File: src/pkg/acq_pkg.sv
package acq_pkg;
    // Trigger source encodings
    localparam logic [1:0] TRIG_SOFT      = 2'h0;
    localparam logic [1:0] TRIG_EXT       = 2'h1;
    localparam logic [1:0] TRIG_THRESH    = 2'h2;
    // Retrigger source encodings
    localparam logic       RETRIG_INT     = 1'h0;
    localparam logic       RETRIG_EXT     = 1'h1;
    // Wrap modes
    localparam logic       WRAP_NONE      = 1'h0;
    localparam logic       WRAP_MULTIPLE  = 1'h1;
    // Threshold code width and sample widths
    localparam int         THRESH_W       = 8;
    localparam int         RES_W          = 16;
    // Raw converter code width used for clamping (two bits wider than the sample width)
    localparam int         RAW_W          = 18;
    // Fifo depth default
    localparam int         FIFO_DEPTH     = 32;
    // Acquisition states, Gray coded along idle-run-drain-wait
    typedef enum logic [2:0] {
        ST_IDLE  = 3'h0,
        ST_RUN   = 3'h1,
        ST_DRAIN = 3'h3,
        ST_WAIT  = 3'h2,
        ST_ERROR = 3'h6
    } acq_state_t;
endpackage

File: src/acq_fifo.sv
`timescale 1ns/1ns
module acq_fifo #(
    parameter int WIDTH = 16,
    parameter int DEPTH = 32
) (
    // Clock and reset
    input  wire logic             clk_i,
    input  wire logic             rst_i,
    input  wire logic             flush_i,
    // Fill side
    input  wire logic             in_valid_i,
    output logic                  in_ready_o,
    input  wire logic [WIDTH-1:0] in_data_i,
    // Drain side
    output logic                  out_valid_o,
    input  wire logic             out_ready_i,
    output logic      [WIDTH-1:0] out_data_o
);
    localparam int AW = $clog2(DEPTH);

    logic [WIDTH-1:0] mem [DEPTH];
    logic [AW-1:0]    wr_r, wr_nxt, rd_r, rd_nxt;
    logic [AW:0]      cnt_r, cnt_nxt;
    logic             push, pop;

    // Handshake decode; full and empty straight from the count
    assign in_ready_o  = (cnt_r != (AW+1)'(DEPTH));
    assign out_valid_o = (cnt_r != '0);
    assign push        = in_valid_i && in_ready_o;
    assign pop         = out_valid_o && out_ready_i;
    assign out_data_o  = mem[rd_r];

    // Pointer and count next values
    always_comb begin
        wr_nxt  = wr_r;
        rd_nxt  = rd_r;
        cnt_nxt = cnt_r;
        if (flush_i) begin
            wr_nxt  = '0;
            rd_nxt  = '0;
            cnt_nxt = '0;
        end else begin
            if (push) begin
                wr_nxt = (wr_r == AW'(DEPTH-1)) ? '0 : wr_r + AW'(1);
            end
            if (pop) begin
                rd_nxt = (rd_r == AW'(DEPTH-1)) ? '0 : rd_r + AW'(1);
            end
            cnt_nxt = cnt_r + (AW+1)'(push) - (AW+1)'(pop);
        end
    end

    // Pointer registers
    always_ff @(posedge clk_i or posedge rst_i) begin
        if (rst_i) begin
            wr_r  <= '0;
            rd_r  <= '0;
            cnt_r <= '0;
        end else begin
            wr_r  <= wr_nxt;
            rd_r  <= rd_nxt;
            cnt_r <= cnt_nxt;
        end
    end

    // Storage has no reset, so it stays a plain memory
    always_ff @(posedge clk_i) begin
        if (push) begin
            mem[wr_r] <= in_data_i;
        end
    end
endmodule

File: src/acq_trigger_ctrl.sv
`timescale 1ns/1ns
// Summary of operation
// - Start on initial trigger; end on sample count (wrap none) or host stop.
// - Orderly stop finishes the current channel-gain pass before halting.
// - Triggered scan keeps going, each later group started by the retrigger source.
// - Software source: the host start write is the trigger event.
// - External source: trigger on chosen edge of the external trigger input.
// - Threshold source: trigger when first-entry channel rises above threshold.
// - Threshold is an 8-bit code, 0 is zero volts, 255 is ten volts.
// - Samples leave as offset binary, all zeros negative, all ones positive.
// - Out-of-range converter results saturate to all ones or all zeros.
// - Signal buffer done each time one host buffer is full.
// - Wrap none fills buffers in turn and stops when none remain empty.
// - Wrap multiple fills buffers in turn, then rewrites the last from its start, runs until stopped.
// - Flag over-sample when a clock pulse comes while converting; host clears.
// - Flag FIFO overflow when not drained; reasserts while FIFO stays full.
// - Either error stops acquisition and transfer to host.
// - Abrupt stop halts at once, discards data, ignores later triggers.
// - External retrigger edges during acquisition are ignored.
module acq_trigger_ctrl #(
    parameter int RES        = 16,
    parameter int CGL_W      = 10,
    parameter int SCAN_W     = 8,
    parameter int BUF_W      = 16,
    parameter int NBUF_W     = 4,
    parameter int CNT_W      = 24,
    parameter int FIFO_DEPTH = acq_pkg::FIFO_DEPTH
) (
    // Clock and reset
    input  wire logic                      CLK_SYS_I,
    input  wire logic                      RESET_I,
    // Host configuration
    input  wire logic [1:0]                TRIG_SRC_I,
    input  wire logic                      EXT_FALLING_I,
    input  wire logic                      TRIG_SCAN_EN_I,
    input  wire logic                      RETRIG_SRC_I,
    input  wire logic                      WRAP_MODE_I,
    input  wire logic [acq_pkg::THRESH_W-1:0] THRESH_CODE_I,
    input  wire logic [CGL_W-1:0]          CGL_LEN_I,
    input  wire logic [SCAN_W-1:0]         SCANS_PER_TRIG_I,
    input  wire logic [CNT_W-1:0]          SAMPLE_COUNT_I,
    input  wire logic [BUF_W-1:0]          BUF_SIZE_I,
    input  wire logic [NBUF_W-1:0]         BUF_COUNT_I,
    // Host commands, one-cycle pulses
    input  wire logic                      ARM_I,
    input  wire logic                      SW_START_I,
    input  wire logic                      STOP_I,
    input  wire logic                      ABORT_I,
    input  wire logic                      CLR_OVERSAMPLE_I,
    input  wire logic                      CLR_OVERFLOW_I,
    // External trigger and internal retrigger tick
    input  wire logic                      EXT_TRIG_I,
    input  wire logic                      INT_RETRIG_I,
    // Converter side
    input  wire logic                      SAMPLE_CLK_I,
    output logic                           CONV_START_O,
    input  wire logic                      CONV_BUSY_I,
    input  wire logic                      CONV_DONE_I,
    input  wire logic signed [acq_pkg::RAW_W-1:0] CONV_RAW_I,
    // Host data stream
    output logic                           DATA_VALID_O,
    input  wire logic                      DATA_READY_I,
    output logic [RES-1:0]                 DATA_O,
    // Status
    output logic                           BUF_DONE_O,
    output logic [NBUF_W-1:0]              BUF_INDEX_O,
    output logic                           ACTIVE_O,
    output logic                           WAITING_O,
    output logic                           OVERSAMPLE_O,
    output logic                           OVERFLOW_O
);
    // Saturating offset binary encoding of a signed raw result
    function automatic logic [RES-1:0] encode(input logic signed [acq_pkg::RAW_W-1:0] raw);
        logic signed [acq_pkg::RAW_W-1:0] lo, hi;
        lo = -(acq_pkg::RAW_W'(1) <<< (RES-1));
        hi = (acq_pkg::RAW_W'(1) <<< (RES-1)) - acq_pkg::RAW_W'(1);
        if (raw > hi) begin
            encode = '1;
        end else if (raw < lo) begin
            encode = '0;
        end else begin
            encode = RES'(raw - lo);
        end
    endfunction

    acq_pkg::acq_state_t st_r, st_nxt;
    logic                 ext_s1_r, ext_s2_r, ext_s3_r;
    logic                 ext_s1_nxt, ext_s2_nxt, ext_s3_nxt;
    logic                 above_r, above_nxt;
    logic                 ovs_r, ovs_nxt, ovf_r, ovf_nxt;
    logic [CGL_W-1:0]     cgl_r, cgl_nxt;
    logic [SCAN_W-1:0]    scan_r, scan_nxt;
    logic [CNT_W-1:0]     tot_r, tot_nxt;
    logic [BUF_W-1:0]     bpos_r, bpos_nxt;
    logic [NBUF_W-1:0]    bidx_r, bidx_nxt;
    logic [RES-1:0]       smp_r, smp_nxt;
    logic                 smpv_r, smpv_nxt;
    logic                 done_r, done_nxt;
    // Conversion in flight; its result is kept after the state leaves run, except into error or on abort
    logic                 pend_r, pend_nxt, capture;
    logic signed [acq_pkg::RAW_W-1:0] thr_level;
    logic                 ext_edge, thr_cross, init_trig, retrig, running;
    logic                 fifo_ready, flush, sample_go, last_entry, last_scan;

    // Edge of the synchronised trigger; stage one feeds only stage two
    assign ext_edge = EXT_FALLING_I ? (ext_s3_r && !ext_s2_r)
                                    : (!ext_s3_r && ext_s2_r);
    // Threshold code scaled onto the positive half of the span; signed so negative inputs stay below
    assign thr_level = signed'(acq_pkg::RAW_W'({THRESH_CODE_I, {(RES-1-acq_pkg::THRESH_W){1'b0}}}));
    assign thr_cross = CONV_DONE_I && (cgl_r == '0) && !above_r && (CONV_RAW_I > thr_level);
    // Last result of a pass lands after the state has moved on
    assign capture   = CONV_DONE_I && pend_r && (st_r != acq_pkg::ST_ERROR);

    // Initial trigger mux
    always_comb begin
        case (TRIG_SRC_I)
            acq_pkg::TRIG_SOFT:   init_trig = SW_START_I;
            acq_pkg::TRIG_EXT:    init_trig = ext_edge;
            acq_pkg::TRIG_THRESH: init_trig = thr_cross;
            default:              init_trig = 1'b0;
        endcase
    end

    // Retrigger only counts while waiting, edges during runs fall away
    assign retrig = (RETRIG_SRC_I == acq_pkg::RETRIG_EXT) ? ext_edge : INT_RETRIG_I;

    assign running    = (st_r == acq_pkg::ST_RUN) || (st_r == acq_pkg::ST_DRAIN);
    assign sample_go  = running && SAMPLE_CLK_I && !CONV_BUSY_I;
    assign last_entry = (cgl_r == CGL_LEN_I - CGL_W'(1));
    assign last_scan  = (scan_r == SCANS_PER_TRIG_I - SCAN_W'(1));
    assign flush      = ABORT_I;

    // Next state, counters and flags
    always_comb begin
        st_nxt     = st_r;
        ext_s1_nxt = EXT_TRIG_I;
        ext_s2_nxt = ext_s1_r;
        ext_s3_nxt = ext_s2_r;
        above_nxt  = above_r;
        cgl_nxt    = cgl_r;
        scan_nxt   = scan_r;
        tot_nxt    = tot_r;
        bpos_nxt   = bpos_r;
        bidx_nxt   = bidx_r;
        smp_nxt    = smp_r;
        smpv_nxt   = smpv_r && !fifo_ready;
        done_nxt   = 1'b0;
        pend_nxt   = (pend_r && !CONV_DONE_I) || sample_go;
        // Set wins over clear for both flags
        ovs_nxt = (ovs_r && !CLR_OVERSAMPLE_I) ||
                  (running && SAMPLE_CLK_I && CONV_BUSY_I);
        ovf_nxt = (ovf_r && !CLR_OVERFLOW_I) ||
                  (smpv_r && !fifo_ready);
        if (CONV_DONE_I && cgl_r == '0) begin
            above_nxt = thr_cross || (CONV_RAW_I > thr_level);
        end
        // Converted samples go to the FIFO and advance buffer tracking
        if (capture) begin
            smp_nxt  = encode(CONV_RAW_I);
            smpv_nxt = 1'b1;
            tot_nxt  = tot_r + CNT_W'(1);
            if (bpos_r == BUF_SIZE_I - BUF_W'(1)) begin
                bpos_nxt = '0;
                done_nxt = 1'b1;
                if (bidx_r == BUF_COUNT_I - NBUF_W'(1)) begin
                    if (WRAP_MODE_I == acq_pkg::WRAP_NONE) begin
                        st_nxt = acq_pkg::ST_IDLE;
                    end
                end else begin
                    bidx_nxt = bidx_r + NBUF_W'(1);
                end
            end else begin
                bpos_nxt = bpos_r + BUF_W'(1);
            end
            if (WRAP_MODE_I == acq_pkg::WRAP_NONE && tot_r == SAMPLE_COUNT_I - CNT_W'(1)) begin
                st_nxt = acq_pkg::ST_IDLE;
            end
        end
        if (sample_go) begin
            cgl_nxt = last_entry ? '0 : cgl_r + CGL_W'(1);
            if (last_entry) begin
                scan_nxt = last_scan ? '0 : scan_r + SCAN_W'(1);
                if (st_r == acq_pkg::ST_DRAIN) begin
                    st_nxt = acq_pkg::ST_IDLE;
                end else if (TRIG_SCAN_EN_I && last_scan) begin
                    st_nxt = acq_pkg::ST_WAIT;
                end
            end
        end
        case (st_r)
            acq_pkg::ST_IDLE: begin
                if (ARM_I) begin
                    st_nxt   = acq_pkg::ST_WAIT;
                    cgl_nxt  = '0;
                    scan_nxt = '0;
                    tot_nxt  = '0;
                    bpos_nxt = '0;
                    bidx_nxt = '0;
                end
            end
            acq_pkg::ST_WAIT: begin
                // First trigger uses the initial source, later ones the retrigger
                if ((tot_r == '0) ? init_trig : retrig) begin
                    st_nxt = acq_pkg::ST_RUN;
                end
            end
            acq_pkg::ST_RUN: begin
                if (STOP_I && st_nxt == acq_pkg::ST_RUN) begin
                    st_nxt = acq_pkg::ST_DRAIN;
                end
            end
            acq_pkg::ST_DRAIN: ;
            acq_pkg::ST_ERROR: begin
                if (!ovs_nxt && !ovf_nxt) begin
                    st_nxt = acq_pkg::ST_IDLE;
                end
            end
            default: st_nxt = acq_pkg::ST_IDLE;
        endcase
        if (STOP_I && st_r == acq_pkg::ST_WAIT) begin
            st_nxt = acq_pkg::ST_IDLE;
        end
        if (ovs_nxt || ovf_nxt) begin
            st_nxt = acq_pkg::ST_ERROR;
        end
        if (ABORT_I) begin
            st_nxt   = acq_pkg::ST_IDLE;
            smpv_nxt = 1'b0;
            pend_nxt = 1'b0;
        end
    end

    // State registers
    always_ff @(posedge CLK_SYS_I or posedge RESET_I) begin
        if (RESET_I) begin
            st_r     <= acq_pkg::ST_IDLE;
            ext_s1_r <= 1'b0;
            ext_s2_r <= 1'b0;
            ext_s3_r <= 1'b0;
            above_r  <= 1'b0;
            ovs_r    <= 1'b0;
            ovf_r    <= 1'b0;
            cgl_r    <= '0;
            scan_r   <= '0;
            tot_r    <= '0;
            bpos_r   <= '0;
            bidx_r   <= '0;
            smp_r    <= '0;
            smpv_r   <= 1'b0;
            done_r   <= 1'b0;
            pend_r   <= 1'b0;
        end else begin
            st_r     <= st_nxt;
            ext_s1_r <= ext_s1_nxt;
            ext_s2_r <= ext_s2_nxt;
            ext_s3_r <= ext_s3_nxt;
            above_r  <= above_nxt;
            ovs_r    <= ovs_nxt;
            ovf_r    <= ovf_nxt;
            cgl_r    <= cgl_nxt;
            scan_r   <= scan_nxt;
            tot_r    <= tot_nxt;
            bpos_r   <= bpos_nxt;
            bidx_r   <= bidx_nxt;
            smp_r    <= smp_nxt;
            smpv_r   <= smpv_nxt;
            done_r   <= done_nxt;
            pend_r   <= pend_nxt;
        end
    end

    // Output FIFO; drain stalls in error so nothing more reaches the host
    logic out_valid, out_ready;
    assign out_ready    = DATA_READY_I && (st_r != acq_pkg::ST_ERROR);
    assign DATA_VALID_O = out_valid && (st_r != acq_pkg::ST_ERROR);

    acq_fifo #(
        .WIDTH (RES),
        .DEPTH (FIFO_DEPTH)
    ) u_fifo (
        .clk_i       (CLK_SYS_I),
        .rst_i       (RESET_I),
        .flush_i     (flush),
        .in_valid_i  (smpv_r),
        .in_ready_o  (fifo_ready),
        .in_data_i   (smp_r),
        .out_valid_o (out_valid),
        .out_ready_i (out_ready),
        .out_data_o  (DATA_O)
    );

    // Status and converter strobes
    assign CONV_START_O = sample_go;
    assign BUF_DONE_O   = done_r;
    assign BUF_INDEX_O  = bidx_r;
    assign ACTIVE_O     = running;
    assign WAITING_O    = (st_r == acq_pkg::ST_WAIT);
    assign OVERSAMPLE_O = ovs_r;
    assign OVERFLOW_O   = ovf_r;
endmodule
File: config.mk
export PLATFORM = sky130hd
export DESIGN_NAME = acq_trigger_ctrl
export DESIGN_NICKNAME = d
export VERILOG_FILES = /design/src/pkg/acq_pkg.sv /design/src/acq_fifo.sv /design/src/acq_trigger_ctrl.sv
export SDC_FILE = /design/constraint.sdc
export NUM_CORES = 1
export LEC_CHECK = 0
export ABC_CLOCK_PERIOD_IN_PS = 4200
export BUFFER_PORTS_ARGS = -buffer_cell sky130_fd_sc_hd__buf_4
export CORE_MARGIN = 5
export CORE_UTILIZATION = 30
export DETAILED_ROUTE_END_ITERATION = 8
export PLACE_DENSITY_LB_ADDON = 0.1
export SLEW_MARGIN = 10
export SYNTH_ARGS = -nofsm -noshare
export SYNTH_HDL_FRONTEND = slang
export SYNTH_SLANG_ARGS = --single-unit
File: constraint.sdc
create_clock -name CLK_SYS_I -period 4.2 [get_ports CLK_SYS_I]
set_input_delay 0.21 -clock CLK_SYS_I [delete_from_list [all_inputs] [get_ports CLK_SYS_I]]
set_output_delay 0.21 -clock CLK_SYS_I [all_outputs]
set_load 0.02 [all_outputs]
==> out/summary.txt, run 1 <==
PostCTS Resize Cnt: 0
die area: 97650 µm²
RD Place Congestion: 0.7986
RSZ-0062 raised after global routing: false
worst r2r path cells: 8
dpl hpwl: 46800 µm
Die Wd: 312.5 µm
buffers added on ports: 134
antenna violations before repair: 2
clock latency on the worst-skew pair: 0.61 ns
Post-CTS Setup Bufs: 0
DIE HEIGHT: 312.5 µm
Worst Tran Pin Value: 1.158 ns
Ys Warns: 0
min-delay worst type: in -> reg
R2R Path Start: st_r[2]$_DFF_PP0_
Pwr Density: 453.7 nW/µm²
starting density of the core: 0.3008
Rel. slew slack: 0.2280
Clock Skew: 0.02394 ns
total track usage: 0.1503
residual DRC count: 0
most numerous cell in the Yosys netlist: edfxtp_1
CTS sink cnt: 618
largest area contributor in the netlist: edfxtp_1
mean number of vias per cell: 4.973
worst setup path end: DATA_O[2]
router iterations before antenna repair: 5
Layout area overhead: 18.72%
fill count: 8667
max cap viols: 0
final hold vios: 0
status: finished, final reports clean
endpoint class of the critical path: output pin
post-synth top area share: 0.5601
Via Count: 15795
number of buffers created by CTS: 71
Cell Area, Synth: 27450 µm²
Final Cycle Share: 0.8847
crit-path max FO: 46
vias in the first global route: 16565
startpoint types: register
Synth top cells by count: edfxtp_1 (512), nor2_1 (164), mux4_2 (160)
Setup violations, final: 0
drt initial violations: 1116
multi-input logic area: 9057 µm²
Max clock buf depth: 3
kind of critical path: reg -> out
shortest period the worst path allows: 3.716 ns
Synth async-reset ratio: 0.1715
Reg-to-Reg End: st_r[1]$_DFF_PP0_
Routed wire per std cell: 23.33 µm
Leak: 10.85 nW
DRT antenna net count: 0
WP data required: 3.99 ns
#FFs+latches synth: 618
post-synthesis net count: 1881
Worst R2R Setup Slack: 0.89 ns
Post-Synthesis Cells: 1736
Std-Cell Rows: 111
core box area: 91250 µm²
setup tns final: 0 ns
io pins: 135
Yosys cell types: 76
Synth Flop Type: edfxtp_1
share of cells above drive strength 1: 0.2565
TritonCTS clock tree: built
clk slew on worst S/H paths: 0.06 ns
synth top area cells: edfxtp_1 (56%), mux4_2 (13%), dfrtp_1 (9.7%)
fmax: 269.1 MHz
sequential cell area fraction in the yosys report: 0.6568
synthesized area per cell: 15.81 µm²
nets: 2081
CTS H-Tree Depth: 3
Worst Setup SP: u_fifo.rd_r[1]$_DFFE_PP0P_
Sequential cell area: 18040 µm²
largest net degree at the start of global routing: 62
Finished Cell Area: 32590 µm²
grt total ovfl: 0
worst ir drop on vdd: 0.2584 mV
Slew Limit Fails: 0
total wire length: 74100 µm
CTS root buffer: clkbuf_16
worst path arrival time: 3.51 ns
first-pass GRT wire length: 110200 µm
placed cell area: 30200 µm²
Post-synth EDFFs: 512
==> layout by cell type (no fill, tap or decap), types with 6 or more instances in the layout <==
cell           synthesis  layout
a21o_1                 6       6
a21oi_1               40      40
a31oi_1                9       9
and3_1                16      16
and4_1                 9       9
buf_4                  1     180
clkbuf_1              53      24
clkbuf_16              0      72
clkinv_1               2      16
dfrtp_1              106     102
dlygate4sd3_1          0      19
edfxtp_1             512     512
ha_1                  36      36
inv_1                 48      47
mux2_2                18      18
mux4_2               160     160
nand2_1               99      99
nand2b_1              10      10
nand3_1               33      33
nand3b_1              12      12
nand4_1               23      23
nand4b_1               8       8
nor2_1               164     132
nor2_2                 0      26
nor2_4                 0       6
nor2b_1               13      13
nor3_1                25      25
nor4_1                17      17
o21ai_0               59      59
or3_1                  7       7
or4_1                 11      11
xnor2_1               68      68
xor2_1                56      56
==> critical path: stages, from the launching register on <==
cell and delay [ns]:
dfrtp_4 0.96, buf_4 0.49, mux4_2 0.36, mux4_2 0.54, mux2_2 0.33, buf_4 0.17
==> layout make-up <==
cell class / count / share of cell area
multi-input cells: 992 / 0.2779
well taps: 1186 / 0.04554
repair buffers: 203 / 0.04976
clock buffers: 97 / 0.05848
clock inverters: 28 / 0.008792
diodes: 2 / 0.0001536
flip-flops and latches: 618 / 0.5535
inverters: 50 / 0.005836
==> registers in the layout (all words and copies together), names as in the netlist, 3 cells and up <==
name	flops
smp_r	16
u_fifo.wr_r	5
cgl_r	10
bpos_r	16
tot_r	24
scan_r	8
u_fifo.rd_r	5
st_r	3
u_fifo.mem	512
BUF_INDEX_O	4
u_fifo.cnt_r	6
==> how the worst min path moves through the flow <==
stage,startpoint,end,slack [ns],depth (start not counted)
final,CONV_RAW_I[1],smp_r[1]$_DFFE_PP0P_,0.04,5
after global placement,EXT_TRIG_I,ext_s1_r$_DFF_PP0_,0.32,1
after global routing,CONV_RAW_I[16],smp_r[4]$_DFFE_PP0P_,0.05,3
after CTS,CONV_RAW_I[1],smp_r[1]$_DFFE_PP0P_,0.006,5
after detailed placement,EXT_TRIG_I,ext_s1_r$_DFF_PP0_,0.32,1
after floorplan,EXT_TRIG_I,ext_s1_r$_DFF_PP0_,0.24,0
==> report_power, final <==
part	internal, W	switching (W)
combinational	0.00100	0.000915
sequential	0.00675	0.000243
clock	0.00343	0.00243
==> through the flow <==
stage                     hold slack [ns]  std cells  total power (W)  setup WS [ns]    util
final                             0.03677       3176          0.01478         0.4843  0.3571
after global routing              0.04713       3176          0.01544         0.3347  0.3571
after CTS                        0.005579       3174          0.01503         0.3958  0.3571
after detailed placement           0.3222       3030         0.009085         0.6155  0.3310
after global placement             0.3216       3030         0.009068         0.7364  0.3310
after floorplan                    0.2414       1736         0.008346          1.201       -
==> kinds of logic (layout without fill, tap and decap cells) <==
group,count (synthesis),in the layout,synth area share
adders and majority gates,37,37,0.01714
DFF,618,618,0.6568
muxes,181,181,0.1398
other,0,2,0
and+or+nand+nor,484,484,0.09057
AOI/OAI and AO/OA,166,166,0.03870
xor gates and xnor gates,124,124,0.03957
buffers and inverters,126,378,0.01750
==> what timing repair did <==
action	4_1_cts	5_1_grt
endpoints found under the hold margin	91	0
hold buffers	19	0
setup endpoints to repair	0	0
==> layer usage <==
layer	part of all wire	vias up	GRT usage	routed length, µm
li1	-	7166	-	-
met1	0.45	8219	0.2053	33390
met2	0.49	321	0.2513	36130
met3	0.040	89	0.02606	2954
met4	0.022	0	0.03705	1627
met5	0	-	0	0
No activity file was read; power rests on OpenSTA's default activity.
==> run 2: changes to the inputs <==
--- a/config.mk
+++ b/config.mk
@@ -8,7 +8,7 @@
 export ABC_CLOCK_PERIOD_IN_PS = 4200
 export BUFFER_PORTS_ARGS = -buffer_cell sky130_fd_sc_hd__buf_4
 export CORE_MARGIN = 5
-export CORE_UTILIZATION = 30
+export CORE_UTILIZATION = 40
 export DETAILED_ROUTE_END_ITERATION = 8
 export PLACE_DENSITY_LB_ADDON = 0.1
 export SLEW_MARGIN = 10
==> run 2 against run 1 <==
Net effect:
- first-iteration DRC count rose by 2.2%
- maximum frequency is 0.38% higher
- non-clock buffer count grew 17
- sequential share of layout area rose by 0.26 points
- clock-buffer cell count shrank 13
- clock power grew 3.7%
- core utilization increased by 12 points
- register-to-register slack improved by 0.10 ns
- global-route usage grew 3.7 points
- critical endpoint is now DATA_O[5]
==> out/summary.txt, run 2 (synthesis results as in run 1) <==
status: finished, final reports clean (unchanged)
CTS H-Tree Depth: 3 (unchanged)
Std-Cell Rows: 96 (was 111)
Top reg by flops: u_fifo.mem (unchanged)
Sequential cell area: 18040 µm² (about the same)
drt initial violations: 1141 (was 1116)
Leak: 11.00 nW (was 10.85 nW)
Via Count: 15882 (was 15795)
TritonCTS clock tree: built (unchanged)
buffers added on ports: 134 (unchanged)
Worst Tran Pin Value: 1.236 ns (was 1.158 ns)
DIE HEIGHT: 272.0 µm (was 312.5 µm)
setup tns final: 0 ns (unchanged)
worst path arrival time: 3.49 ns (was 3.51 ns)
multi-input logic area: 9010 µm² (was 9057 µm²)
core box area: 68350 µm² (was 91250 µm²)
shortest period the worst path allows: 3.702 ns (was 3.716 ns)
Routed wire per std cell: 23.79 µm (was 23.33 µm)
Final Cycle Share: 0.8814 (was 0.8847)
Pwr Density: 462.1 nW/µm² (was 453.7 nW/µm²)
mean number of vias per cell: 5.497 (was 4.973)
CTS root buffer: clkbuf_16 (unchanged)
antenna violations before repair: 3 (was 2)
largest net degree at the start of global routing: 44 (was 62)
leading cell type in the layout, fill and taps excluded: edfxtp_1 (unchanged)
clk slew on worst S/H paths: 0.06 ns (about the same)
Rel. slew slack: 0.1760 (was 0.2280)
min-delay worst type: in -> reg (unchanged)
Layout area overhead: 18.16% (was 18.72%)
kind of critical path: reg -> out (unchanged)
total wire length: 68720 µm (was 74100 µm)
hold path cells: 3 (was 5)
Power, Total: 0.01499 W (was 0.01478 W)
fill count: 5869 (was 8667)
final hold vios: 0 (unchanged)
Largest regs: u_fifo.mem: 512 flops, tot_r: 24 flops (unchanged)
Hold Worst Slack: 0.01642 ns (was 0.03677 ns)
endpoint class of the critical path: output pin (unchanged)
Die Wd: 272.0 µm (was 312.5 µm)
RSZ-0062 raised after global routing: false (unchanged)
crit-path max FO: 34 (was 46)
nets: 2095 (was 2081)
DRT antenna net count: 0 (unchanged)
router iterations before antenna repair: 5 (unchanged)
total track usage: 0.1871 (was 0.1503)
dpl hpwl: 43080 µm (was 46800 µm)
WP data required: 3.99 ns (about the same)
Slew Limit Fails: 0 (unchanged)
fmax: 270.1 MHz (was 269.1 MHz)
max FFs per register: 512 (unchanged)
die area: 73960 µm² (was 97650 µm²)
worst ir drop on vdd: 0.2910 mV (was 0.2584 mV)
Clock Skew: 0.02092 ns (was 0.02394 ns)
residual DRC count: 0 (unchanged)
number of buffers created by CTS: 68 (was 71)
Worst Setup SP: u_fifo.rd_r[0]$_DFFE_PP0P_ (was u_fifo.rd_r[1]$_DFFE_PP0P_)
share of cells above drive strength 1: 0.2599 (was 0.2565)
grt total ovfl: 0 (unchanged)
clock latency on the worst-skew pair: 0.61 ns (about the same)
vias in the first global route: 16625 (was 16565)
Setup violations, final: 0 (unchanged)
most frequent cells in the layout: edfxtp_1 (512), buf_4 (184), mux4_2 (160), nor2_1 (141), dfrtp_1 (101) (was edfxtp_1 (512), buf_4 (180), mux4_2 (160), nor2_1 (132), dfrtp_1 (102))
first-pass GRT wire length: 104800 µm (was 110200 µm)
worst hold start: CONV_RAW_I[11] (was CONV_RAW_I[1])
RD Place Congestion: 0.7898 (was 0.7986)
max cap viols: 0 (unchanged)
startpoint types: register (unchanged)
R2R Path Start: st_r[2]$_DFF_PP0_ (unchanged)
Worst R2R Setup Slack: 0.99 ns (was 0.89 ns)
io pins: 135 (unchanged)
CTS sink cnt: 618 (unchanged)
Max clock buf depth: 3 (unchanged)
worst r2r path cells: 8 (unchanged)
starting density of the core: 0.4016 (was 0.3008)
[run 2: final timing paths]
check | endpoint
setup / recovery | DATA_O[5]
hold / removal | smp_r[11]$_DFFE_PP0P_
setup reg to reg | st_r[1]$_DFF_PP0_
hold reg to reg | ext_s2_r$_DFF_PP0_
max in group asynchronous | tot_r[6]$_DFF_PP0_
min in group asynchronous | smp_r[1]$_DFFE_PP0P_
[run 2: power by group]
group / leakage (nW) / total, W / internal [W] / switching (W)
logic: 3.87 / 0.00190 / 0.00101 / 0.000893
registers: 5.99 / 0.00700 / 0.00675 / 0.000242
clock network: 1.13 / 0.00609 / 0.00363 / 0.00247
[run 2: repair_timing]
action,4_1_cts,5_1_grt
hold buffers,32,0
resized for setup,0,0
hold endpoints to repair,70,0
setup buffers,0,0
[run 2: through the flow]
stage	utilization	setup slack, ns	std cells	instance area [µm²]
2_1_floorplan	-	1.201	1736	27450
3_3_place_gp	0.4361	0.8701	2730	29800
3_5_place_dp	0.4361	0.8463	2730	29800
4_1_cts	0.4745	0.4045	2887	32430
5_1_grt	0.4746	0.3327	2889	32430
6_report	0.4746	0.4982	2889	32430
[run 2: cell type report]
class | instances | area share
inverter | 50 | 0.005863
sequential | 618 | 0.5561
clock inverter | 41 | 0.01458
tap | 882 | 0.03402
clock buffer | 84 | 0.05651
antenna | 2 | 0.0001543
timing repair buffer | 220 | 0.05493
multi-input combinational | 992 | 0.2778
[run 2: routing by layer]
| layer | wire (µm) | vias up | GRT usage |
|---|---|---|---|
| met5 | 0 | - | 0 |
| met4 | 1533 | 0 | 0.04479 |
| met3 | 3108 | 91 | 0.03480 |
| met2 | 33320 | 365 | 0.3068 |
| met1 | 30760 | 8237 | 0.2620 |
| li1 | - | 7189 | - |
[run 2: critical path: stages, from the launching register on]
cell and delay (ns):
dfrtp_4 0.90, buf_12 0.37, mux4_2 0.56, mux4_2 0.51, mux2_2 0.34, buf_4 0.17
